**src/rtl/lpm_cfg.svh**
```systemverilog
`ifndef LPM_CFG_SVH
`define LPM_CFG_SVH

// ----------------------------------------
// Register indices (byte address = 4 x index)
// ----------------------------------------
`define LPM_CTRL_IDX 10'h009
`define LPM_STAT_IDX 10'h00a

// ----------------------------------------
// Control byte fields
// ----------------------------------------
`define LPM_CTRL_RESET 8'h00
`define LPM_BIT_UNUSED 0
`define LPM_BIT_WAKE_ALERT 1
`define LPM_BIT_WAKE_TERM 2
`define LPM_BIT_WAKE_RXD 3
`define LPM_BIT_WAKE_HOSTWR 4
`define LPM_BIT_WAKE_RING 5
`define LPM_BIT_STOP_SEL 6
`define LPM_BIT_ENTRY_EN 7

// ----------------------------------------
// Status word fields
// ----------------------------------------
`define LPM_STAT_STATE_LSB 0
`define LPM_STAT_CAUSE_LSB 2
`define LPM_STAT_STOP_OK 7

`endif

```
**src/rtl/lpm_pkg.sv**
```systemverilog
package lpm_pkg;
  typedef enum logic [1:0] {st_run, st_sleep, st_stop, st_resume} lp_state_t;
  typedef logic [4:0] wake_vec_t;
endpackage

```
**src/rtl/lpm_wake_if.sv**
```systemverilog
`timescale 1ns/1ps
interface lpm_wake_if;
  lpm_pkg::wake_vec_t enable;
  logic armed;
  lpm_pkg::wake_vec_t hit;
  logic wake;
  modport ctl (output enable, output armed, input hit, input wake);
  modport det (input enable, input armed, output hit, output wake);
endinterface

```
**src/rtl/wake_detect.sv**
```systemverilog
`timescale 1ns/1ps
`include "lpm_cfg.svh"
module wake_detect (
  // Clock and reset
  input wire logic clk,
  input wire logic resetn,
  // Raw pins, active low
  input wire logic port_d_line5,
  input wire logic port_d_line4,
  input wire logic port_a_line2,
  input wire logic port_a_line0,
  // Controller side
  lpm_wake_if.det wk
);

  // ----------------------------------------
  // Two-stage synchronisers
  // ----------------------------------------
  logic [3:0] meta_r;
  logic [3:0] sync_r;
  logic [3:0] meta_nxt;
  logic [3:0] sync_nxt;
  lpm_pkg::wake_vec_t hit_r;
  lpm_pkg::wake_vec_t hit_nxt;
  logic wake_r;
  logic wake_nxt;

  // Sources, active high once low level seen
  function automatic lpm_pkg::wake_vec_t match(input logic [3:0] lvl);
    lpm_pkg::wake_vec_t v;
    v = 5'h00;
    v[0] = ~lvl[3]; // RQ6
    v[1] = ~lvl[2]; // RQ7
    v[2] = ~lvl[1]; // RQ8
    v[3] = ~lvl[3] & ~lvl[2]; // RQ9
    v[4] = ~lvl[0]; // RQ10
    return v;
  endfunction

  always_comb begin
    meta_nxt = {port_d_line5, port_d_line4, port_a_line2, port_a_line0};
    sync_nxt = meta_r;
    hit_nxt = match(sync_r) & wk.enable; // RQ12
    wake_nxt = wk.armed & (|hit_nxt); // RQ12
  end

  always_ff @(posedge clk or negedge resetn) begin
    if (!resetn) begin
      meta_r <= 4'hf;
      sync_r <= 4'hf;
      hit_r <= 5'h00;
      wake_r <= 1'b0;
    end else begin
      meta_r <= meta_nxt;
      sync_r <= sync_nxt;
      hit_r <= hit_nxt;
      wake_r <= wake_nxt;
    end
  end

  assign wk.hit = hit_r;
  assign wk.wake = wake_r;

endmodule // wake_detect

```
**src/rtl/low_power_mode_control.sv**
```systemverilog
// Functional notes
// [RQ1] Control byte at index 0009, cleared to zero by reset.
// [RQ2] All control bits read and write; bits 7:6 never read one while halted. Here bit 7 reads one while halted; 7:6 clear only on wake.
// [RQ3] Bit 7 one allows entry when low-power conditions exist; zero blocks it.
// [RQ4] Bit 6 selects stop when one, sleep when zero.
// [RQ5] Without stop support the select is ignored and sleep is entered.
// [RQ6] Bit 1 enables wake on low alert input, port D line 5.
// [RQ7] Bit 2 enables wake on low terminal-ready, port D line 4.
// [RQ8] Bit 3 enables wake on low serial receive, port A line 2.
// [RQ9] Bit 4 enables wake when port D lines 4 and 5 both low.
// [RQ10] Bit 5 enables wake on low ring indicator, port A line 0.
// [RQ11] Bit 0 has no function on entry or exit.
// [RQ12] Level wake works with core clock stopped; processor then resumes.
`timescale 1ns/1ps
`include "lpm_cfg.svh"
module low_power_mode_control #(
  parameter bit STOP_SUPPORTED = 1'b1,
  parameter int ADDR_W = 12
) (
  // Clock and reset
  input wire logic clk,
  input wire logic resetn,
  // APB slave
  input wire logic psel,
  input wire logic penable,
  input wire logic pwrite,
  input wire logic [ADDR_W-1:0] paddr,
  input wire logic [31:0] pwdata,
  input wire logic [3:0] pstrb,
  output logic [31:0] prdata,
  output logic pready,
  output logic pslverr,
  // Processor core
  input wire logic idle_request,
  output logic cpu_halt,
  output logic core_clock_enable,
  output logic wake_pulse,
  // Low-power state
  output logic sleep_active,
  output logic stop_active,
  // Wake pins, active low
  input wire logic port_d_line5,
  input wire logic port_d_line4,
  input wire logic port_a_line2,
  input wire logic port_a_line0
);

  // ----------------------------------------
  // Address decode helpers
  // ----------------------------------------
  function automatic logic [9:0] word_index(input logic [ADDR_W-1:0] a);
    return 10'(a[ADDR_W-1:2]);
  endfunction

  function automatic logic is_reg(input logic [ADDR_W-1:0] a, input logic [9:0] idx);
    return (word_index(a) == idx) && (a[1:0] == 2'b00);
  endfunction

  function automatic logic in_low_power(input lpm_pkg::lp_state_t s);
    return (s == lpm_pkg::st_sleep) || (s == lpm_pkg::st_stop);
  endfunction

  // ----------------------------------------
  // Wake carrier
  // ----------------------------------------
  lpm_wake_if wk ();

  // ----------------------------------------
  // Control and state
  // ----------------------------------------
  logic [7:0] low_power_control_r;
  logic [7:0] low_power_control_nxt;
  lpm_pkg::lp_state_t low_power_state_r;
  lpm_pkg::lp_state_t low_power_state_nxt;
  lpm_pkg::wake_vec_t cause_r;
  lpm_pkg::wake_vec_t cause_nxt;

  // ----------------------------------------
  // APB answer
  // ----------------------------------------
  logic [31:0] prdata_r;
  logic [31:0] prdata_nxt;
  logic pready_r;
  logic pready_nxt;
  logic pslverr_r;
  logic pslverr_nxt;

  // ----------------------------------------
  // Core outputs
  // ----------------------------------------
  logic cpu_halt_r;
  logic cpu_halt_nxt;
  logic core_clock_enable_r;
  logic core_clock_enable_nxt;
  logic wake_pulse_r;
  logic wake_pulse_nxt;
  logic sleep_active_r;
  logic sleep_active_nxt;
  logic stop_active_r;
  logic stop_active_nxt;

  // ----------------------------------------
  // Decode
  // ----------------------------------------
  logic setup_phase;
  logic access_done;
  logic hit_ctrl;
  logic hit_stat;
  logic ctrl_write;
  logic low_power_entry_enable;
  logic stop_sleep_select;
  logic enter_lp;
  logic [7:0] status_word;

  // ----------------------------------------
  // Wake detector
  // ----------------------------------------
  // Pins are synchronised inside the detector
  wake_detect u_wake (
    .clk(clk),
    .resetn(resetn),
    .port_d_line5(port_d_line5),
    .port_d_line4(port_d_line4),
    .port_a_line2(port_a_line2),
    .port_a_line0(port_a_line0),
    .wk(wk)
  );

  // Bit 0 has no wake source, so it stays out of the vector
  assign wk.enable = low_power_control_r[`LPM_BIT_WAKE_RING:`LPM_BIT_WAKE_ALERT]; // RQ11
  assign wk.armed = in_low_power(low_power_state_r); // RQ12

  // ----------------------------------------
  // APB decode
  // ----------------------------------------
  always_comb begin
    setup_phase = psel & ~penable;
    // Write lands only in the access cycle
    access_done = psel & penable & pready_r;
    hit_ctrl = is_reg(paddr, `LPM_CTRL_IDX); // RQ1
    hit_stat = is_reg(paddr, `LPM_STAT_IDX);
    ctrl_write = access_done & pwrite & hit_ctrl & pstrb[0];
    low_power_entry_enable = low_power_control_r[`LPM_BIT_ENTRY_EN];
    stop_sleep_select = low_power_control_r[`LPM_BIT_STOP_SEL];
  end

  // ----------------------------------------
  // Status word
  // ----------------------------------------
  always_comb begin
    status_word = 8'h00;
    status_word[`LPM_STAT_STATE_LSB +: 2] = low_power_state_r;
    status_word[`LPM_STAT_CAUSE_LSB +: 5] = cause_r;
    status_word[`LPM_STAT_STOP_OK] = STOP_SUPPORTED;
  end

  always_comb begin
    // Registered answer: one access cycle after every setup
    pready_nxt = setup_phase;
    pslverr_nxt = 1'b0;
    prdata_nxt = 32'h0000_0000;
    if (setup_phase) begin
      if (hit_ctrl) begin
        prdata_nxt = {24'h00_0000, low_power_control_r}; // RQ2
      end else if (hit_stat) begin
        prdata_nxt = {24'h00_0000, status_word};
        pslverr_nxt = pwrite;
      end else begin
        pslverr_nxt = 1'b1;
      end
    end
  end

  // ----------------------------------------
  // Control byte
  // ----------------------------------------
  always_comb begin
    low_power_control_nxt = low_power_control_r;
    if (ctrl_write) begin
      low_power_control_nxt = pwdata[7:0]; // RQ2
    end else if (wk.wake) begin
      // Drop enable and select on wake so both read back as zero after resume
      low_power_control_nxt[`LPM_BIT_ENTRY_EN] = 1'b0; // RQ2
      low_power_control_nxt[`LPM_BIT_STOP_SEL] = 1'b0; // RQ2
    end
  end

  // ----------------------------------------
  // Low-power state machine
  // ----------------------------------------
  always_comb begin
    enter_lp = low_power_entry_enable & idle_request; // RQ3
    low_power_state_nxt = low_power_state_r;
    cause_nxt = cause_r;
    case (low_power_state_r)
      lpm_pkg::st_run: begin
        if (enter_lp) begin
          if (stop_sleep_select && STOP_SUPPORTED) begin // RQ4 RQ5
            low_power_state_nxt = lpm_pkg::st_stop;
          end else begin
            low_power_state_nxt = lpm_pkg::st_sleep; // RQ5
          end
        end
      end
      lpm_pkg::st_sleep, lpm_pkg::st_stop: begin
        if (wk.wake) begin
          low_power_state_nxt = lpm_pkg::st_resume; // RQ12
          cause_nxt = wk.hit;
        end
      end
      lpm_pkg::st_resume: begin
        // One halted cycle carries the wake pulse
        low_power_state_nxt = lpm_pkg::st_run; // RQ12
      end
      default: begin
        low_power_state_nxt = lpm_pkg::st_run;
      end
    endcase
  end

  // ----------------------------------------
  // Core-facing outputs
  // ----------------------------------------
  always_comb begin
    sleep_active_nxt = (low_power_state_nxt == lpm_pkg::st_sleep);
    stop_active_nxt = (low_power_state_nxt == lpm_pkg::st_stop);
    cpu_halt_nxt = in_low_power(low_power_state_nxt) |
                   (low_power_state_nxt == lpm_pkg::st_resume); // RQ3
    // Stop gates the core clock; this block keeps running
    core_clock_enable_nxt = ~stop_active_nxt; // RQ12
    wake_pulse_nxt = (low_power_state_nxt == lpm_pkg::st_resume);
  end

  // ----------------------------------------
  // APB answer registers
  // ----------------------------------------
  always_ff @(posedge clk or negedge resetn) begin
    if (!resetn) begin
      prdata_r <= 32'h0000_0000;
      pready_r <= 1'b0;
      pslverr_r <= 1'b0;
    end else begin
      prdata_r <= prdata_nxt;
      pready_r <= pready_nxt;
      pslverr_r <= pslverr_nxt;
    end
  end

  assign prdata = prdata_r;
  assign pready = pready_r;
  assign pslverr = pslverr_r;

  // ----------------------------------------
  // Control byte register
  // ----------------------------------------
  always_ff @(posedge clk or negedge resetn) begin
    if (!resetn) begin
      low_power_control_r <= `LPM_CTRL_RESET; // RQ1
    end else begin
      low_power_control_r <= low_power_control_nxt;
    end
  end

  // ----------------------------------------
  // State registers
  // ----------------------------------------
  always_ff @(posedge clk or negedge resetn) begin
    if (!resetn) begin
      low_power_state_r <= lpm_pkg::st_run;
      cause_r <= 5'h00;
    end else begin
      low_power_state_r <= low_power_state_nxt;
      cause_r <= cause_nxt;
    end
  end

  // ----------------------------------------
  // Core output registers
  // ----------------------------------------
  always_ff @(posedge clk or negedge resetn) begin
    if (!resetn) begin
      cpu_halt_r <= 1'b0;
      core_clock_enable_r <= 1'b1;
      wake_pulse_r <= 1'b0;
      sleep_active_r <= 1'b0;
      stop_active_r <= 1'b0;
    end else begin
      cpu_halt_r <= cpu_halt_nxt;
      core_clock_enable_r <= core_clock_enable_nxt;
      wake_pulse_r <= wake_pulse_nxt;
      sleep_active_r <= sleep_active_nxt;
      stop_active_r <= stop_active_nxt;
    end
  end

  assign cpu_halt = cpu_halt_r;
  assign core_clock_enable = core_clock_enable_r;
  assign wake_pulse = wake_pulse_r;
  assign sleep_active = sleep_active_r;
  assign stop_active = stop_active_r;

endmodule // low_power_mode_control

```
**config.mk**
```make
export PLATFORM = sky130hd
export DESIGN_NAME = low_power_mode_control
export DESIGN_NICKNAME = d
export VERILOG_FILES = /design/src/rtl/lpm_pkg.sv /design/src/rtl/lpm_wake_if.sv /design/src/rtl/wake_detect.sv /design/src/rtl/low_power_mode_control.sv
export VERILOG_INCLUDE_DIRS = /design/src /design/src/rtl
export SDC_FILE = /design/constraint.sdc
export NUM_CORES = 1
export LEC_CHECK = 0
export BUFFER_PORTS_ARGS = -buffer_cell sky130_fd_sc_hd__buf_2
export CAP_MARGIN = 10
export CORE_MARGIN = 1.5
export CORE_UTILIZATION = 30
export DETAILED_ROUTE_END_ITERATION = 8
export SLEW_MARGIN = 20
export SYNTH_ARGS = -nofsm -noshare
export SYNTH_HDL_FRONTEND = slang
export SYNTH_SLANG_ARGS = --single-unit
export TNS_END_PERCENT = 1
```
**constraint.sdc**
```tcl
create_clock -name clk -period 2.45 [get_ports clk]
set_clock_uncertainty 0.15 [all_clocks]
set_input_delay 0 -clock clk [delete_from_list [all_inputs] [get_ports clk]]
set_output_delay 0 -clock clk [all_outputs]
set_load 0.05 [all_outputs]
```
==> results_dict.tcl <==
set metrics [dict create \
    tritoncts_num_sinks 44 \
    tritoncts "built" \
    hold_ws_ns -0.0276 \
    dp_hpwl_mm 2.23 \
    setup.worst_path.start_class "input pin" \
    number_of_antenna_violations_at_the_first_check_in_global_routing 0 \
    cell_family_with_the_largest_share_of_critical_path_delay "buffers and inverters" \
    maxSlewViolCount 0 \
    vias 1187 \
    post_synth_num_cell_types 28 \
    rsz0062_at_grt "no" \
    power_density_nw_per_um2 575 \
    n_fill_cell 592 \
    timing.critical_path.required_ns 2.47 \
    worstSkewPairLatency_ns 0.28 \
    synth_area_per_cell_sq_um 12.8 \
    sequential_cell_area_sq_um 1110 \
    synth_area_leader_cell "sky130_fd_sc_hd__dfrtp_1" \
    drt_pass1_iterations 4 \
    crit_path_max_incr_delay_ns 0.58 \
    vdd_ir_drop_max_mv 0.251 \
    core_area_sq_um 5960 \
    critical_path.slowest_cell "sky130_fd_sc_hd__dlygate4sd3_1" \
    post_route_cells_drive_above_1_share_pct 36.7 \
    post-synth-top-area-fraction_pct 46.9 \
    dieWidth_um 81.9 \
    multi_input_area_sq_um 621 \
    failed_checks "hold timing" \
    port_buffers 45 \
    grt_start_max_net_pins 45 \
    synth.top_cells.by_area "sky130_fd_sc_hd__dfrtp_1 47%, sky130_fd_sc_hd__dfstp_2 13%, sky130_fd_sc_hd__buf_4 9.7%, sky130_fd_sc_hd__mux2_4 6.4%, sky130_fd_sc_hd__nor2b_1 3.7%" \
    wire_per_inst_um 11.2 \
    critical-path-top-cell-by-count "sky130_fd_sc_hd__dlygate4sd3_1" \
    chipHeight_um 81.9 \
    crit_path_end_kind "register" \
    worst_pin_slew_ns 0.724 \
    use_met3_pct 3.22 \
    cts-buffers-inserted 5 \
    timing.rr.end "stop_active$_DFF_PN0_" \
    worstRegToRegCells 6 \
    clock-root-buffer "sky130_fd_sc_hd__clkbuf_8" \
    reg2reg_setup_slack_ns 0.60 \
    max_cap_violations 0 \
    post-route-min-period_ns 2.16 \
    holdCritPathClass "in -> async" \
    critical_path.cell_chain "dlygate4sd3_1 > buf_2 > nor2_1 > nand3_1 > dlygate4sd3_1 > o21a_1 > dlygate4sd3_1" \
    synth-seq-area-share_pct 59.6 \
    r2r_start "low_power_state_r[1]$_DFF_PN0_" \
    cts.path.max_buffers 2 \
    timing.final.crit_share_pct 88.3 \
    cts_htree_levels 2 \
    fmax_mhz 462 \
    leakagePower_uw 0.00122 \
    cts.repair.resized 0 \
    antenna_violating_nets_post_route 0 \
    cell_area_after_technology_mapping_sq_um 1870 \
    num_antenna_cells 0 \
    slew-limit-headroom_pct 51.6 \
    globalplace.congestion 0.768 \
    syn_inst 146 \
    setup_violations 0 \
    grt_pass1_wl_mm 5.31 \
    use_met1_pct 14.1 \
    run_status "finished, violations left" \
    timing.critical_path.fanout_max 2 \
    setup_cp_type "in -> reg" \
    grtUsageMet2_pct 16.2 \
    critical_path_arrival_ns 2.18 \
    design.die.area_sq_um 6700 \
    area_growth_pct 27.4 \
    final_common_cell "sky130_fd_sc_hd__buf_2" \
    design.portCount 97 \
    placement_rows 28 \
    worst-path-buf-inv 4 \
    design.final.nets 273 \
    totalWireLength_mm 3.26 \
    mostFrequentLayoutCells "45 x sky130_fd_sc_hd__buf_2, 35 x sky130_fd_sc_hd__dfrtp_1, 24 x sky130_fd_sc_hd__conb_1" \
    count_of_unresolved_drc_violations_after_routing 0 \
    gr-total-overflow 0 \
    postSynthRegisterBits 44 \
    synth_warnings 0 \
    clk_pin_slew_worst_paths_ns 0.08 \
    floorplan.initialDensity_pct 31.3 \
    sum_of_negative_setup_slack_ns 0 \
    routed_via_density 4.09 \
    track_usage_pct 10.7 \
    totalPowerFinal_uw 1370 \
    timing.final.hold_violations 11 \
    grt_most_used_layer "met2" \
    drt_iter0_markers 35 \
    via_count_of_the_first_global_routing_pass 1160 \
]
## repair_timing
| action | in CTS | in global routing |
|---|---|---|
| endpoints found under the hold margin | 50 | 0 |
| hold buffers | 19 | 0 |
| buffers inserted | 0 | 0 |
## worst max-delay path by stage
stage                                 from                                 end  slack (ns)  cells past startpoint
after global placement            paddr[9]  low_power_control_r[0]$_DFFE_PN0P_        0.57                      5
after floorplan           pready$_DFF_PN0_  low_power_control_r[0]$_DFFE_PN0P_        0.66                      4
after detailed placement          paddr[4]  low_power_control_r[0]$_DFFE_PN0P_        0.57                      5
after global routing              paddr[0]                   pslverr$_DFF_PN0_        0.14                      7
final                             paddr[0]                   pslverr$_DFF_PN0_        0.29                      7
after CTS                         paddr[0]                   pslverr$_DFF_PN0_        0.31                      7
## cell type report
class                      instances  share of cell area, %
clock buffer                       6                   3.47
clock inverter                     2                  0.421
inverter                           4                  0.632
multi-input combinational         93                   26.1
sequential                        44                   46.8
tap                               75                   3.95
timing repair buffer              66                   18.6
## sequential cells by signal (all words and copies together), names as in the netlist
register / cells
sleep_active: 1
pready: 1
cause_r: 5
cpu_halt: 1
u_wake.sync_r: 4
pslverr: 1
u_wake.meta_r: 4
u_wake.wk.wake: 1
u_wake.wk.hit: 5
prdata: 8
wake_pulse: 1
core_clock_enable: 1
stop_active: 1
low_power_control_r: 8
low_power_state_r: 2
## synthesized netlist by cell type, drive strengths merged
| library cell | count |
|---|---|
| and3 | 1 |
| nor3 | 3 |
| conb | 1 |
| buf | 26 |
| nor3b | 1 |
| a211o | 1 |
| a22oi | 7 |
| dfrtp | 35 |
| o31a | 1 |
| nor2b | 11 |
| a21oi | 4 |
| ha | 1 |
| or3 | 3 |
| nor2 | 13 |
| nand4 | 1 |
| o21ai | 1 |
| nand2 | 2 |
| nand3 | 3 |
| o21a | 1 |
| clkbuf | 2 |
| nor4b | 1 |
| nor4 | 1 |
| inv | 4 |
| dfstp | 9 |
| mux2 | 13 |
## metal layers
metal | wire, um | vias to the layer above
met5 | 0 | -
met4 | 30 | 0
met3 | 248 | 4
met2 | 1420 | 50
met1 | 1560 | 555
li1 | - | 578
## logic make-up (layout without fill, tap and decap cells)
kind of cell               Yosys count  count (layout)  synth area share, %
DFF                                 44              44                 59.6
and+or+nand+nor                     40              40                 12.8
buffers and inverters               32              78                 11.7
AOI/OAI and AO/OA                   15              15                 5.50
muxes                               13              13                 9.46
adders and majority gates            1               1                0.671
other                                1              24                0.201
## report_power, final
part / leakage (uW) / switching [uW] / internal [uW]
clock network: 0.0000510 / 228 / 225
registers: 0.000582 / 2.63 / 740
logic: 0.000590 / 124 / 46.8
total: 0.00122 / 355 / 1010
## metrics by stage
stage	utilization, %	worst slack [ns]	std cells	hold slack [ns]	area (sq um)
2_1_floorplan	-	0.656	169	-0.446	1950
3_3_place_gp	34.8	0.574	262	-0.0435	2070
3_5_place_dp	34.8	0.565	262	-0.0439	2070
4_1_cts	39.6	0.305	289	0.0292	2360
5_1_grt	39.9	0.143	290	0.00315	2380
6_report	39.9	0.287	290	-0.0276	2380
Note: power is estimated with default switching activity, not from simulation.
